`config.mk`:
```
export PLATFORM = sky130hd
export DESIGN_NAME = bss_sequencer
export DESIGN_NICKNAME = d
export VERILOG_FILES = /design/src/verilog/bss_sequencer.v
export VERILOG_INCLUDE_DIRS = /design/src /design/src/verilog
export SDC_FILE = /design/constraint.sdc
export NUM_CORES = 1
export LEC_CHECK = 0
export BUFFER_PORTS_ARGS = -buffer_cell sky130_fd_sc_hd__buf_2
export CAP_MARGIN = 20
export CORE_MARGIN = 2
export CORE_UTILIZATION = 60
export CTS_BUF_LIST = sky130_fd_sc_hd__clkbuf_8
export CTS_CLUSTER_DIAMETER = 50
export DETAILED_ROUTE_END_ITERATION = 6
export PLACE_DENSITY = 0.77
export RECOVER_POWER = 50
export SLEW_MARGIN = 15
export SYNTH_ARGS = -nofsm -noshare
export SYNTH_HDL_FRONTEND = slang
export SYNTH_SLANG_ARGS = --single-unit
```
`constraint.sdc`:
```
create_clock -name clk -period 7.5 [get_ports clk]
set_clock_uncertainty 0.1 [all_clocks]
set_input_delay 1.5 -clock clk [delete_from_list [all_inputs] [get_ports clk]]
set_output_delay 1.5 -clock clk [all_outputs]
set_load 0.02 [all_outputs]
```
`src/verilog/bss_defines.vh`:
```
// Purpose: Constants shared by the brew step sequencer.
// Assumes: 100 MHz clock, 10 ns period.
// Notes: AXI4-Lite register offsets are byte addresses.
`ifndef BSS_DEFINES_VH
`define BSS_DEFINES_VH
`define BSS_CLK_HZ          100000000
`define BSS_HOLDSTOP_S      5
`define BSS_HOLDSTOP_CYC    33'h0_1DCD_6500
`define BSS_REVERT_S        2
`define BSS_REVERT_CYC      33'h0_0BEB_C200
`define BSS_ALT_CYC         33'h0_05F5_E100
`define BSS_MIN_CYC         33'h1_65A0_BC00
`define BSS_REG_CTRL        8'h00
`define BSS_REG_STATUS      8'h04
`define BSS_REG_TEMP        8'h08
`define BSS_REG_SETPT       8'h0C
`define BSS_REG_POWER       8'h10
`define BSS_REG_BOILCFG     8'h14
`define BSS_REG_STEP0       8'h20
`define BSS_CTRL_RESET      32'h0000_0000
`define BSS_BOILCFG_RESET   32'h0000_0000
`define BSS_POWER_RESET     7'h32
`define BSS_DUR_HOLD        12'hFFE
`define BSS_DUR_STOP        12'hFFF
`define BSS_ST_STOP         3'h0
`define BSS_ST_WAIT         3'h1
`define BSS_ST_RUN          3'h2
`define BSS_ST_HOLD         3'h3
`define BSS_ST_END          3'h4
`define BSS_MN_IDLE         2'h0
`define BSS_MN_OPEN         2'h1
`endif

```
`src/verilog/bss_sequencer.v`:
```
// Purpose: Brew step sequencer: mash program, boil power, keys, knob menu, AXI4-Lite registers.
// Assumes: Keys, knob and sensor-open inputs are pins and are synchronised here.
// Notes: Mode is restored from a nonvolatile input captured after reset release.
//
// Contract
// RULE_01 - Short knob press opens menu; two clicks reach mode page; press applies mode.
// RULE_02 - Mash lamp on in mashing mode, off in boiling mode.
// RULE_03 - Pressing the knob on the exit option leaves menu, nothing changed.
// RULE_04 - At power-up restore the mode active when power was lost.
// RULE_05 - Open sensor shows open message and forces heater off.
// RULE_06 - Mashing with countdown running alternates temperature and step time remaining.
// RULE_07 - Mashing heats fully on, then modulated reduced duty near set point.
// RULE_08 - Program holds six set-point and hh:mm duration entries in order.
// RULE_09 - Durations below zero select the hold or stop values.
// RULE_10 - Hold step regulates at its set point until run key; uses a slot.
// RULE_11 - Hold keeps set point; boil hold pauses timer, power adjustable; run resumes.
// RULE_12 - Stop halts program and heater whatever the state; run key restarts.
// RULE_13 - After stop the program restarts only from the first step.
// RULE_14 - Zero duration step ends program; end option chooses heating or not.
// RULE_15 - From end, menu reset converts end to stop; then run key restarts.
// RULE_16 - Run starts; short hold/stop press holds; five-second press stops and flashes.
// RULE_17 - Hold requested before timer start: timer starts held, with beep, inside band.
// RULE_18 - Relays set per step, or follow the beeper at step start and end.
// RULE_19 - Mash knob turn edits set point temporarily; press confirms; reverts after two seconds.
// RULE_20 - Boil knob turn changes power percentage at once, shown with prefix.
// RULE_21 - During acceleration new power shown but applied later; zero threshold means manual.
// RULE_22 - Boiling timer running alternates temperature and total remaining time.
`timescale 1ns/10ps
`include "bss_defines.vh"
module bss_sequencer #(
	parameter [32:0] HOLDSTOP_CYC = `BSS_HOLDSTOP_CYC,
	parameter [32:0] REVERT_CYC   = `BSS_REVERT_CYC,
	parameter [32:0] ALT_CYC      = `BSS_ALT_CYC,
	parameter [32:0] MIN_CYC      = `BSS_MIN_CYC
) (
	// Clock and reset
	input  wire        clk,
	input  wire        rst_b,
	// AXI4-Lite slave
	input  wire [7:0]  s_axi_awaddr,
	input  wire        s_axi_awvalid,
	output reg         s_axi_awready,
	input  wire [31:0] s_axi_wdata,
	input  wire [3:0]  s_axi_wstrb,
	input  wire        s_axi_wvalid,
	output reg         s_axi_wready,
	output reg  [1:0]  s_axi_bresp,
	output reg         s_axi_bvalid,
	input  wire        s_axi_bready,
	input  wire [7:0]  s_axi_araddr,
	input  wire        s_axi_arvalid,
	output reg         s_axi_arready,
	output reg  [31:0] s_axi_rdata,
	output reg  [1:0]  s_axi_rresp,
	output reg         s_axi_rvalid,
	input  wire        s_axi_rready,
	// Panel pins
	input  wire        knobPress,
	input  wire        knobCw,
	input  wire        knobCcw,
	input  wire        runKey,
	input  wire        holdStopKey,
	input  wire        sensorOpen,
	input  wire        savedModeMash,
	// Panel and load outputs
	output reg         mashLamp,
	output reg         heaterOut,
	output reg  [1:0]  relayOut,
	output reg         beep,
	output reg         pendingDot,
	output reg  [2:0]  topShow,
	output reg  [2:0]  bottomShow,
	output reg  [11:0] topValue,
	output reg         modeRetain
);
	// Sync: two flops per pin; edges compare stage two with a third flop holding its previous value.
	reg [6:0] s1_q;
	reg [6:0] s2_q;
	reg [6:0] p_q;
	wire [6:0] pinRaw = {savedModeMash, sensorOpen, holdStopKey, runKey, knobCcw, knobCw, knobPress};
	always @(posedge clk) begin
		s1_q <= pinRaw;
		s2_q <= s1_q;
		p_q  <= s2_q;
	end
	wire [6:0] rise = s2_q & ~p_q;
	wire pressEv = rise[0];
	wire cwEv    = rise[1];
	wire ccwEv   = rise[2];
	wire runEv   = rise[3];
	wire hsLevel = s2_q[4];
	wire hsFall  = p_q[4] & ~s2_q[4];
	wire snsOpen = s2_q[5];

	// Registers.
	reg        mash_q;
	reg        loaded_q;
	reg [31:0] ctrl_q;
	reg [11:0] temp_q;
	reg [11:0] setSw_q;
	reg [6:0]  power_q;
	reg [6:0]  applied_q;
	reg [31:0] boilCfg_q;
	reg [11:0] stepSp_q [0:5];
	reg [11:0] stepDur_q [0:5];
	reg [1:0]  stepRly_q [0:5];
	reg [2:0]  st_q;
	reg [2:0]  step_q;
	reg [11:0] remain_q;
	reg [32:0] minCnt_q;
	reg [32:0] hsCnt_q;
	reg        hsDone_q;
	reg        holdReq_q;
	reg [11:0] tmpSp_q;
	reg [32:0] revCnt_q;
	reg [1:0]  menu_q;
	reg [1:0]  click_q;
	reg [32:0] altCnt_q;
	reg        alt_q;
	reg [3:0]  pwm_q;
	reg [15:0] boilLeft_q;

	wire endOpt     = ctrl_q[1];
	wire boilEndOpt = ctrl_q[2];
	wire relayBeep  = ctrl_q[3];
	wire [7:0] band = ctrl_q[15:8];
	wire [11:0] accelThr = boilCfg_q[11:0];
	wire timerEn    = boilCfg_q[12];
	wire [11:0] curSp = pendingDot ? tmpSp_q : setSw_q;
	wire [11:0] diff = (curSp > temp_q) ? curSp - temp_q : temp_q - curSp;
	wire inBand = diff < {4'h0, band};
	wire accel = (accelThr != 12'h000) && (temp_q < accelThr); // [RULE_21]
	wire [11:0] durNow = stepDur_q[step_q];

	// Duration to minutes: hh in [11:6], mm in [5:0].
	function [11:0] toMin;
		input [11:0] d;
		toMin = d[11:6] * 12'h03C + {6'h00, d[5:0]};
	endfunction

	// AXI4-Lite slave, one write and one read at a time.
	reg [7:0]  aw_q;
	reg [31:0] w_q;
	reg        awHave_q;
	reg        wHave_q;
	wire doWrite = awHave_q && wHave_q && !s_axi_bvalid;
	wire wStep = aw_q >= `BSS_REG_STEP0 && aw_q < `BSS_REG_STEP0 + 8'h18;
	wire [2:0] wIdx = aw_q[4:2];
	wire wMapped = wStep || aw_q == `BSS_REG_CTRL || aw_q == `BSS_REG_TEMP ||
		aw_q == `BSS_REG_SETPT || aw_q == `BSS_REG_POWER || aw_q == `BSS_REG_BOILCFG;
	always @(posedge clk) begin
		if (!rst_b) begin
			s_axi_awready <= 1'b0;
			s_axi_wready  <= 1'b0;
			s_axi_bvalid  <= 1'b0;
			s_axi_bresp   <= 2'h0;
			awHave_q      <= 1'b0;
			wHave_q       <= 1'b0;
			aw_q          <= 8'h00;
			w_q           <= 32'h0000_0000;
		end else begin
			s_axi_awready <= !awHave_q && !s_axi_awready && s_axi_awvalid;
			s_axi_wready  <= !wHave_q && !s_axi_wready && s_axi_wvalid;
			if (s_axi_awready && s_axi_awvalid) begin
				awHave_q <= 1'b1;
				aw_q     <= s_axi_awaddr;
			end
			if (s_axi_wready && s_axi_wvalid) begin
				wHave_q <= 1'b1;
				w_q     <= s_axi_wdata;
			end
			if (doWrite) begin
				s_axi_bvalid <= 1'b1;
				s_axi_bresp  <= wMapped ? 2'h0 : 2'h2;
				awHave_q     <= 1'b0;
				wHave_q      <= 1'b0;
			end else if (s_axi_bvalid && s_axi_bready) begin
				s_axi_bvalid <= 1'b0;
			end
		end
	end
	wire [2:0] rIdx = s_axi_araddr[4:2];
	wire rStep = s_axi_araddr >= `BSS_REG_STEP0 && s_axi_araddr < `BSS_REG_STEP0 + 8'h18;
	always @(posedge clk) begin
		if (!rst_b) begin
			s_axi_arready <= 1'b0;
			s_axi_rvalid  <= 1'b0;
			s_axi_rdata   <= 32'h0000_0000;
			s_axi_rresp   <= 2'h0;
		end else begin
			s_axi_arready <= !s_axi_rvalid && !s_axi_arready && s_axi_arvalid;
			if (s_axi_arready && s_axi_arvalid) begin
				s_axi_rvalid <= 1'b1;
				s_axi_rresp  <= 2'h0;
				if (rStep)
					s_axi_rdata <= {2'h0, stepRly_q[rIdx], stepDur_q[rIdx], 4'h0, stepSp_q[rIdx]};
				else case (s_axi_araddr)
				`BSS_REG_CTRL:    s_axi_rdata <= ctrl_q;
				`BSS_REG_STATUS:  s_axi_rdata <= {16'h0000, remain_q, mash_q, st_q};
				`BSS_REG_TEMP:    s_axi_rdata <= {20'h00000, temp_q};
				`BSS_REG_SETPT:   s_axi_rdata <= {20'h00000, curSp};
				`BSS_REG_POWER:   s_axi_rdata <= {17'h00000, applied_q, 1'b0, power_q};
				`BSS_REG_BOILCFG: s_axi_rdata <= boilCfg_q;
				default: begin
					s_axi_rdata <= 32'h0000_0000;
					s_axi_rresp <= 2'h2;
				end
				endcase
			end else if (s_axi_rvalid && s_axi_rready) begin
				s_axi_rvalid <= 1'b0;
			end
		end
	end

	// Step table, eight-bit-lane writes are not split: a word write replaces the entry.
	genvar gi;
	generate
		for (gi = 0; gi < 6; gi = gi + 1) begin : gStep
			always @(posedge clk) begin
				if (!rst_b) begin
					stepSp_q[gi]  <= 12'h000;
					stepDur_q[gi] <= 12'h000;
					stepRly_q[gi] <= 2'h0;
				end else if (doWrite && wStep && wIdx == gi) begin // [RULE_08] [RULE_09]
					stepSp_q[gi]  <= w_q[11:0];
					stepDur_q[gi] <= w_q[27:16];
					stepRly_q[gi] <= w_q[29:28];
				end
			end
		end
	endgenerate

	// Sequencer, menu, keys and knob.
	always @(posedge clk) begin
		if (!rst_b) begin
			mash_q <= 1'b1;
			loaded_q <= 1'b0;
			ctrl_q <= `BSS_CTRL_RESET;
			boilCfg_q <= `BSS_BOILCFG_RESET;
			temp_q <= 12'h000;
			setSw_q <= 12'h000;
			power_q <= `BSS_POWER_RESET;
			applied_q <= `BSS_POWER_RESET;
			st_q <= `BSS_ST_STOP;
			step_q <= 3'h0;
			remain_q <= 12'h000;
			minCnt_q <= 33'h0_0000_0000;
			hsCnt_q <= 33'h0_0000_0000;
			hsDone_q <= 1'b0;
			holdReq_q <= 1'b0;
			tmpSp_q <= 12'h000;
			revCnt_q <= 33'h0_0000_0000;
			pendingDot <= 1'b0;
			menu_q <= `BSS_MN_IDLE;
			click_q <= 2'h0;
			beep <= 1'b0;
			boilLeft_q <= 16'h0000;
		end else begin
			beep <= 1'b0;
			if (!loaded_q) begin
				loaded_q <= 1'b1;
				mash_q <= s2_q[6]; // [RULE_04]
			end
			if (doWrite && aw_q == `BSS_REG_CTRL)
				ctrl_q <= w_q;
			if (doWrite && aw_q == `BSS_REG_TEMP)
				temp_q <= w_q[11:0];
			if (doWrite && aw_q == `BSS_REG_SETPT)
				setSw_q <= w_q[11:0];
			if (doWrite && aw_q == `BSS_REG_BOILCFG)
				boilCfg_q <= w_q;
			// Hold/stop key: short release holds, five seconds stops once.
			if (hsLevel) begin
				if (hsCnt_q == HOLDSTOP_CYC - 33'h1) begin
					hsDone_q <= 1'b1;
					st_q <= `BSS_ST_STOP; // [RULE_16] [RULE_12]
					step_q <= 3'h0; // [RULE_13]
				end
				if (!hsDone_q)
					hsCnt_q <= hsCnt_q + 33'h1;
			end else begin
				hsCnt_q <= 33'h0_0000_0000;
				hsDone_q <= 1'b0;
			end
			if (hsFall && !hsDone_q) begin
				if (st_q == `BSS_ST_RUN)
					st_q <= `BSS_ST_HOLD; // [RULE_16] [RULE_11]
				else if (st_q == `BSS_ST_WAIT)
					holdReq_q <= 1'b1; // [RULE_17]
			end
			if (runEv) begin
				// Each step regulates at its own stored set point; a confirmed edit lasts until the next step.
				if (st_q == `BSS_ST_STOP) begin
					st_q <= `BSS_ST_WAIT; // [RULE_12] [RULE_13]
					step_q <= 3'h0;
					setSw_q <= stepSp_q[0];
					holdReq_q <= 1'b0;
				end else if (st_q == `BSS_ST_HOLD) begin
					if (durNow == `BSS_DUR_HOLD)
						st_q <= (step_q == 3'h5) ? `BSS_ST_END : `BSS_ST_WAIT; // [RULE_10]
					else
						st_q <= `BSS_ST_RUN; // [RULE_11]
					if (durNow == `BSS_DUR_HOLD && step_q != 3'h5) begin
						step_q <= step_q + 3'h1;
						setSw_q <= stepSp_q[step_q + 3'h1]; // [RULE_10]
					end
				end
			end
			// Step entry and countdown.
			if (mash_q && st_q == `BSS_ST_WAIT) begin
				if (durNow == 12'h000)
					st_q <= `BSS_ST_END; // [RULE_14]
				else if (durNow == `BSS_DUR_STOP) begin
					st_q <= `BSS_ST_STOP; // [RULE_13]
					step_q <= 3'h0;
				end else if (durNow == `BSS_DUR_HOLD)
					st_q <= `BSS_ST_HOLD; // [RULE_10]
				else if (inBand && !beep) begin
					// A hold press in the very cycle the timer starts still counts.
					st_q <= (holdReq_q || (hsFall && !hsDone_q)) ? `BSS_ST_HOLD : `BSS_ST_RUN; // [RULE_17]
					holdReq_q <= 1'b0;
					remain_q <= toMin(durNow);
					minCnt_q <= 33'h0_0000_0000;
					beep <= 1'b1; // [RULE_18]
				end
			end
			if (mash_q && st_q == `BSS_ST_RUN) begin
				if (minCnt_q == MIN_CYC - 33'h1) begin
					minCnt_q <= 33'h0_0000_0000;
					if (remain_q <= 12'h001) begin
						beep <= 1'b1; // [RULE_18]
						st_q <= (step_q == 3'h5) ? `BSS_ST_END : `BSS_ST_WAIT;
						if (step_q != 3'h5) begin
							step_q <= step_q + 3'h1;
							setSw_q <= stepSp_q[step_q + 3'h1]; // [RULE_08]
						end
					end else
						remain_q <= remain_q - 12'h001;
				end else
					minCnt_q <= minCnt_q + 33'h1;
			end
			// Boil: timer runs only when enabled; hold pauses it but power stays.
			if (!mash_q && st_q == `BSS_ST_WAIT)
				st_q <= `BSS_ST_RUN;
			if (!mash_q && st_q == `BSS_ST_RUN && timerEn) begin // [RULE_11]
				boilLeft_q <= boilCfg_q[31:16];
				if (minCnt_q == MIN_CYC - 33'h1) begin
					minCnt_q <= 33'h0_0000_0000;
					if (boilCfg_q[31:16] != 16'h0000)
						boilCfg_q[31:16] <= boilCfg_q[31:16] - 16'h0001;
					else
						st_q <= `BSS_ST_END;
				end else
					minCnt_q <= minCnt_q + 33'h1;
			end
			if (!accel)
				applied_q <= power_q; // [RULE_21]
			// Temporary set point revert.
			if (pendingDot) begin
				if (revCnt_q == REVERT_CYC - 33'h1)
					pendingDot <= 1'b0; // [RULE_19]
				else
					revCnt_q <= revCnt_q + 33'h1;
			end
			// Knob: menu first, else set point or power.
			case (menu_q)
			`BSS_MN_IDLE: begin
				if (pressEv && pendingDot) begin
					setSw_q <= tmpSp_q; // [RULE_19]
					pendingDot <= 1'b0;
				end else if (pressEv) begin
					menu_q <= `BSS_MN_OPEN; // [RULE_01]
					click_q <= 2'h0;
				end else if (cwEv || ccwEv) begin
					if (mash_q) begin
						tmpSp_q <= (pendingDot ? tmpSp_q : setSw_q) + (cwEv ? 12'h001 : 12'hFFF); // [RULE_19]
						pendingDot <= 1'b1;
						revCnt_q <= 33'h0_0000_0000;
					end else if (cwEv && power_q < 7'h64)
						power_q <= power_q + 7'h01; // [RULE_20]
					else if (ccwEv && power_q != 7'h00)
						power_q <= power_q - 7'h01; // [RULE_20]
				end
			end
			`BSS_MN_OPEN: begin
				// Page 0 exit, 1 reset to stop, 2 mash, 3 boil.
				if (cwEv && click_q != 2'h3)
					click_q <= click_q + 2'h1;
				else if (ccwEv && click_q != 2'h0)
					click_q <= click_q - 2'h1;
				else if (pressEv) begin
					menu_q <= `BSS_MN_IDLE; // [RULE_03]
					if (click_q == 2'h1) begin
						st_q <= `BSS_ST_STOP; // [RULE_15]
						step_q <= 3'h0;
					end else if (click_q[1]) begin
						mash_q <= ~click_q[0]; // [RULE_01]
						st_q <= `BSS_ST_STOP;
						step_q <= 3'h0;
					end
				end
			end
			default: menu_q <= `BSS_MN_IDLE;
			endcase
		end
	end

	// Outputs: display selection, heater and relays.
	wire endHeat = mash_q ? endOpt : boilEndOpt;
	wire heatAllowed = !snsOpen && st_q != `BSS_ST_STOP && (st_q != `BSS_ST_END || endHeat); // [RULE_05] [RULE_12] [RULE_14]
	wire [3:0] duty = mash_q ? (inBand ? diff[3:0] : 4'hF) : applied_q[6:3]; // [RULE_07]
	always @(posedge clk) begin
		if (!rst_b) begin
			altCnt_q <= 33'h0_0000_0000;
			alt_q <= 1'b0;
			pwm_q <= 4'h0;
			mashLamp <= 1'b0;
			heaterOut <= 1'b0;
			relayOut <= 2'h0;
			topShow <= 3'h0;
			bottomShow <= 3'h0;
			topValue <= 12'h000;
			modeRetain <= 1'b0;
		end else begin
			altCnt_q <= (altCnt_q == ALT_CYC - 33'h1) ? 33'h0_0000_0000 : altCnt_q + 33'h1;
			if (altCnt_q == ALT_CYC - 33'h1)
				alt_q <= ~alt_q;
			pwm_q <= pwm_q + 4'h1;
			mashLamp <= mash_q; // [RULE_02]
			modeRetain <= mash_q;
			heaterOut <= heatAllowed && (duty == 4'hF || pwm_q < duty); // [RULE_07] [RULE_05]
			relayOut <= relayBeep ? {2{beep}} : stepRly_q[step_q]; // [RULE_18]
			// Top show: 0 temperature, 1 open sensor, 2 step time, 3 boil total time.
			if (snsOpen) begin
				topShow <= 3'h1; // [RULE_05]
				topValue <= 12'h000;
			end else if (alt_q && mash_q && st_q == `BSS_ST_RUN) begin
				topShow <= 3'h2; // [RULE_06]
				topValue <= remain_q;
			end else if (alt_q && !mash_q && st_q == `BSS_ST_RUN && timerEn) begin
				topShow <= 3'h3; // [RULE_22]
				topValue <= boilLeft_q[11:0];
			end else begin
				topShow <= 3'h0;
				topValue <= temp_q;
			end
			// Bottom show: 0 set point, 1 power with prefix, 2 stop flash, 3 to 6 menu page, 7 hold.
			if (menu_q != `BSS_MN_IDLE)
				bottomShow <= {1'b0, click_q} + 3'h3;
			else if (st_q == `BSS_ST_STOP && alt_q)
				bottomShow <= 3'h2; // [RULE_16]
			else if (st_q == `BSS_ST_HOLD && alt_q)
				bottomShow <= 3'h7;
			else
				bottomShow <= mash_q ? 3'h0 : 3'h1; // [RULE_20]
		end
	end
endmodule

```
==> qor.yml <==
worstMarginPinSlew_ns: 2.76
ioPinCount: 132
fin_ws_ns: 0.574
synth_flop_cell: "dfxtp_1"
fp.dieW_um: 226
total_leakage_power_uw: 0.0120
p_comb_frac: 0.129
synth_area_um2: 29600
critPathMaxStageDelay_ns: 0.54
dp_cells: 3856
initial_utilization: 0.606
num_rows: 81
fp.dieH_um: 226
drt_wl_total_um: 89000
first_iter_violations: 2880
outcome: "finished with violations"
cts_made_buffers: 95
drt-pass1-iter-count: 7
synth.distinct_cells: 93
hpwl_um: 61100
worstPathRequired_ns: 8.03
ctsResizeCount: 0
hold_viol_final: 0
yosysTopAreaCellShare: 0.278
slowest_stage: "o41a_1"
dr_wl_met3_um: 8860
pwr_density_cell_nw_per_um2: 217
syn_avg_cell_area_um2: 9.14
violations: "capacitance limit, slew limit"
viasPerCell: 6.31
finalSetupViolCount: 0
critPathCaptureType: "flip-flop"
synth_area_leaders: "dfxtp_1 28%, edfxtp_1 16%, nor2_1 4.7%"
route.detailed.drc: 0
yosysTopAreaCell: "dfxtp_1"
dr.max_layer_used: "met4"
cts.htree.levels: 3
async_flop_share: 0
yosysMostFrequentCell: "dfxtp_1"
peakVddDrop_mv: 0.178
wl_per_cell_um: 22.1
cts_sinks: 567
pre_cts_slack_ns: 0.591
postLayoutCellArea_um2: 32500
seqPwrFrac: 0.467
met1Wirelength_um: 35500
fin_crit_ns: 6.93
grt_max_degree: 113
placedInstanceArea_um2: 30600
rr_worst_depth: 31
synth_edf_count: 156
post-route-period-util: 0.923
grt_pass1_vias: 24400
instances_no_fill: 4034
seq_area_um2: 12900
clk_pin_slew_ns: 0.06
hold_depth: 0
whs_ns: 0.226
holdCritPathClass: "reg2reg"
gp_congestion: 0.980
clock_latency_ns: 0.73
fillers: 3984
switching_share: 0.280
post_cts_buffers: 0
crit_type: "reg2reg"
dieArea_um2: 51100
ant_nets: 0
dr_wl_met2_um: 40100
critPathLaunchType: "flip-flop"
via_count: 25500
drive_gt1_frac: 0.107
drv_slew: 217
tns_ns: 0
syn_inst: 3238
cts_tree: "done"
slew_headroom: -0.842
yosysWarningCount: 0
max_freq_ghz: 0.144
cp_max_fo: 14
antenna_cells: 0
cts_max_path_buffers: 3
area_growth_pct: 9.88
grt_pass1_wl_um: 137000
multiInputGateArea_um2: 15600
switchingPower_uw: 1980
ctsHoldBuffers: 0
final_net_count: 3466
root_buffer: "clkbuf_8"
pwr-share-clk: 0.404
overflow: 0
ys_seq_area_frac: 0.436
core_area_um2: 48800
grt_setup_unrepaired: "false"
drv_cap: 7
track_usage: 0.347
antenna_found_initial: 1
intPower_uw: 5080
synth.ff_latch_count: 567
portBuffers: 124
cp_data_arrival_time_ns: 7.46
netlist_top_cells_count: "411 x dfxtp_1, 368 x nor2_1, 356 x nand2_1"
worst max-delay path: cells and delay by family, from the launching register on:
kind | cells | cell delay (ns)
AOI/OAI and AO/OA | 14 | 2.88
and+or+nand+nor | 9 | 1.35
buffers and inverters | 4 | 0.64
muxes | 1 | 0.41
adders and majority gates | 3 | 1.01
DFF | 1 | 0.43
registers in the layout, summed over array words and instances (netlist names), 5 cells and up:
name,cells
altCnt_q,33
applied_q,7
aw_q,8
boilCfg_q,32
boilLeft_q,12
ctrl_q,32
hsCnt_q,33
minCnt_q,33
p_q,5
power_q,7
remain_q,12
revCnt_q,33
s1_q,7
s2_q,7
s_axi_rdata,32
setSw_q,12
stepDur_q,72
stepRly_q,12
stepSp_q,72
temp_q,12
tmpSp_q,12
topValue,12
w_q,32
logic make-up (layout without fill, tap and decap cells):
group           after synthesis  count (layout)  synth area share
other cells                   1               3          0.000127
xor+xnor                    132             132            0.0391
fa+ha+maj                   109             109            0.0497
simple gates               1271            1271             0.208
buf+inv                     313             443            0.0425
compound gates              661             661             0.140
flops                       567             567             0.436
mux                         184             184            0.0846
layout make-up:
cell class / instances / share of cell area
clock buffer: 115 / 0.0487
tap: 664 / 0.0256
inverter: 102 / 0.0119
multi-input combinational: 2360 / 0.478
timing repair buffer: 165 / 0.0258
sequential: 567 / 0.397
clock inverter: 61 / 0.0122
final timing paths:
check                            endpoint  slack, ns  startpoint
worst max-delay path            heaterOut       0.57  pendingDot
worst min-delay path              s2_q[2]       0.23     s1_q[2]
worst max register to register  heaterOut       0.57  pendingDot
worst min register to register    s2_q[2]       0.23     s1_q[2]
power groups by stage:
stage	combinational [uW]	sequential [uW]	clock, uW
6_report	908	3290	2850
5_1_grt	997	3300	3010
4_1_cts	886	3290	2880
3_5_place_dp	880	3350	0
3_3_place_gp	862	3350	0
2_1_floorplan	665	3320	0
cell usage in the layout, fill, tap and decap left out, drive strengths merged, types with 15 or more instances in the layout:
master,n
or3,20
a222oi,24
a22oi,22
a21oi,266
a221o,20
a211oi,21
mux4,52
nor2,369
mux2i,123
o21ai,140
a31oi,31
a22o,17
a21o,24
nor3,61
clkbuf,184
nor4,26
clkinv,24
dfxtp,411
xnor2,55
nand2,359
nand2b,25
nand4,47
inv,133
and3,29
ha,95
xor2,77
and2,167
edfxtp,156
buf,96
nand3,74
or4,15
metrics by stage:
stage	utilization	total power [uW]
detailed placement	0.627	4230
finish	0.665	7060
floorplan	-	3990
global placement	0.626	4210
CTS	0.668	7050
global route	0.665	7300
layer usage:
| layer | vias to the layer above | global-route usage |
|---|---|---|
| met5 | - | 0 |
| met4 | 0 | 0.174 |
| met3 | 249 | 0.0671 |
| met2 | 1322 | 0.546 |
| met1 | 12300 | 0.459 |
| li1 | 11600 | - |
No activity file was read; power rests on OpenSTA's default activity.
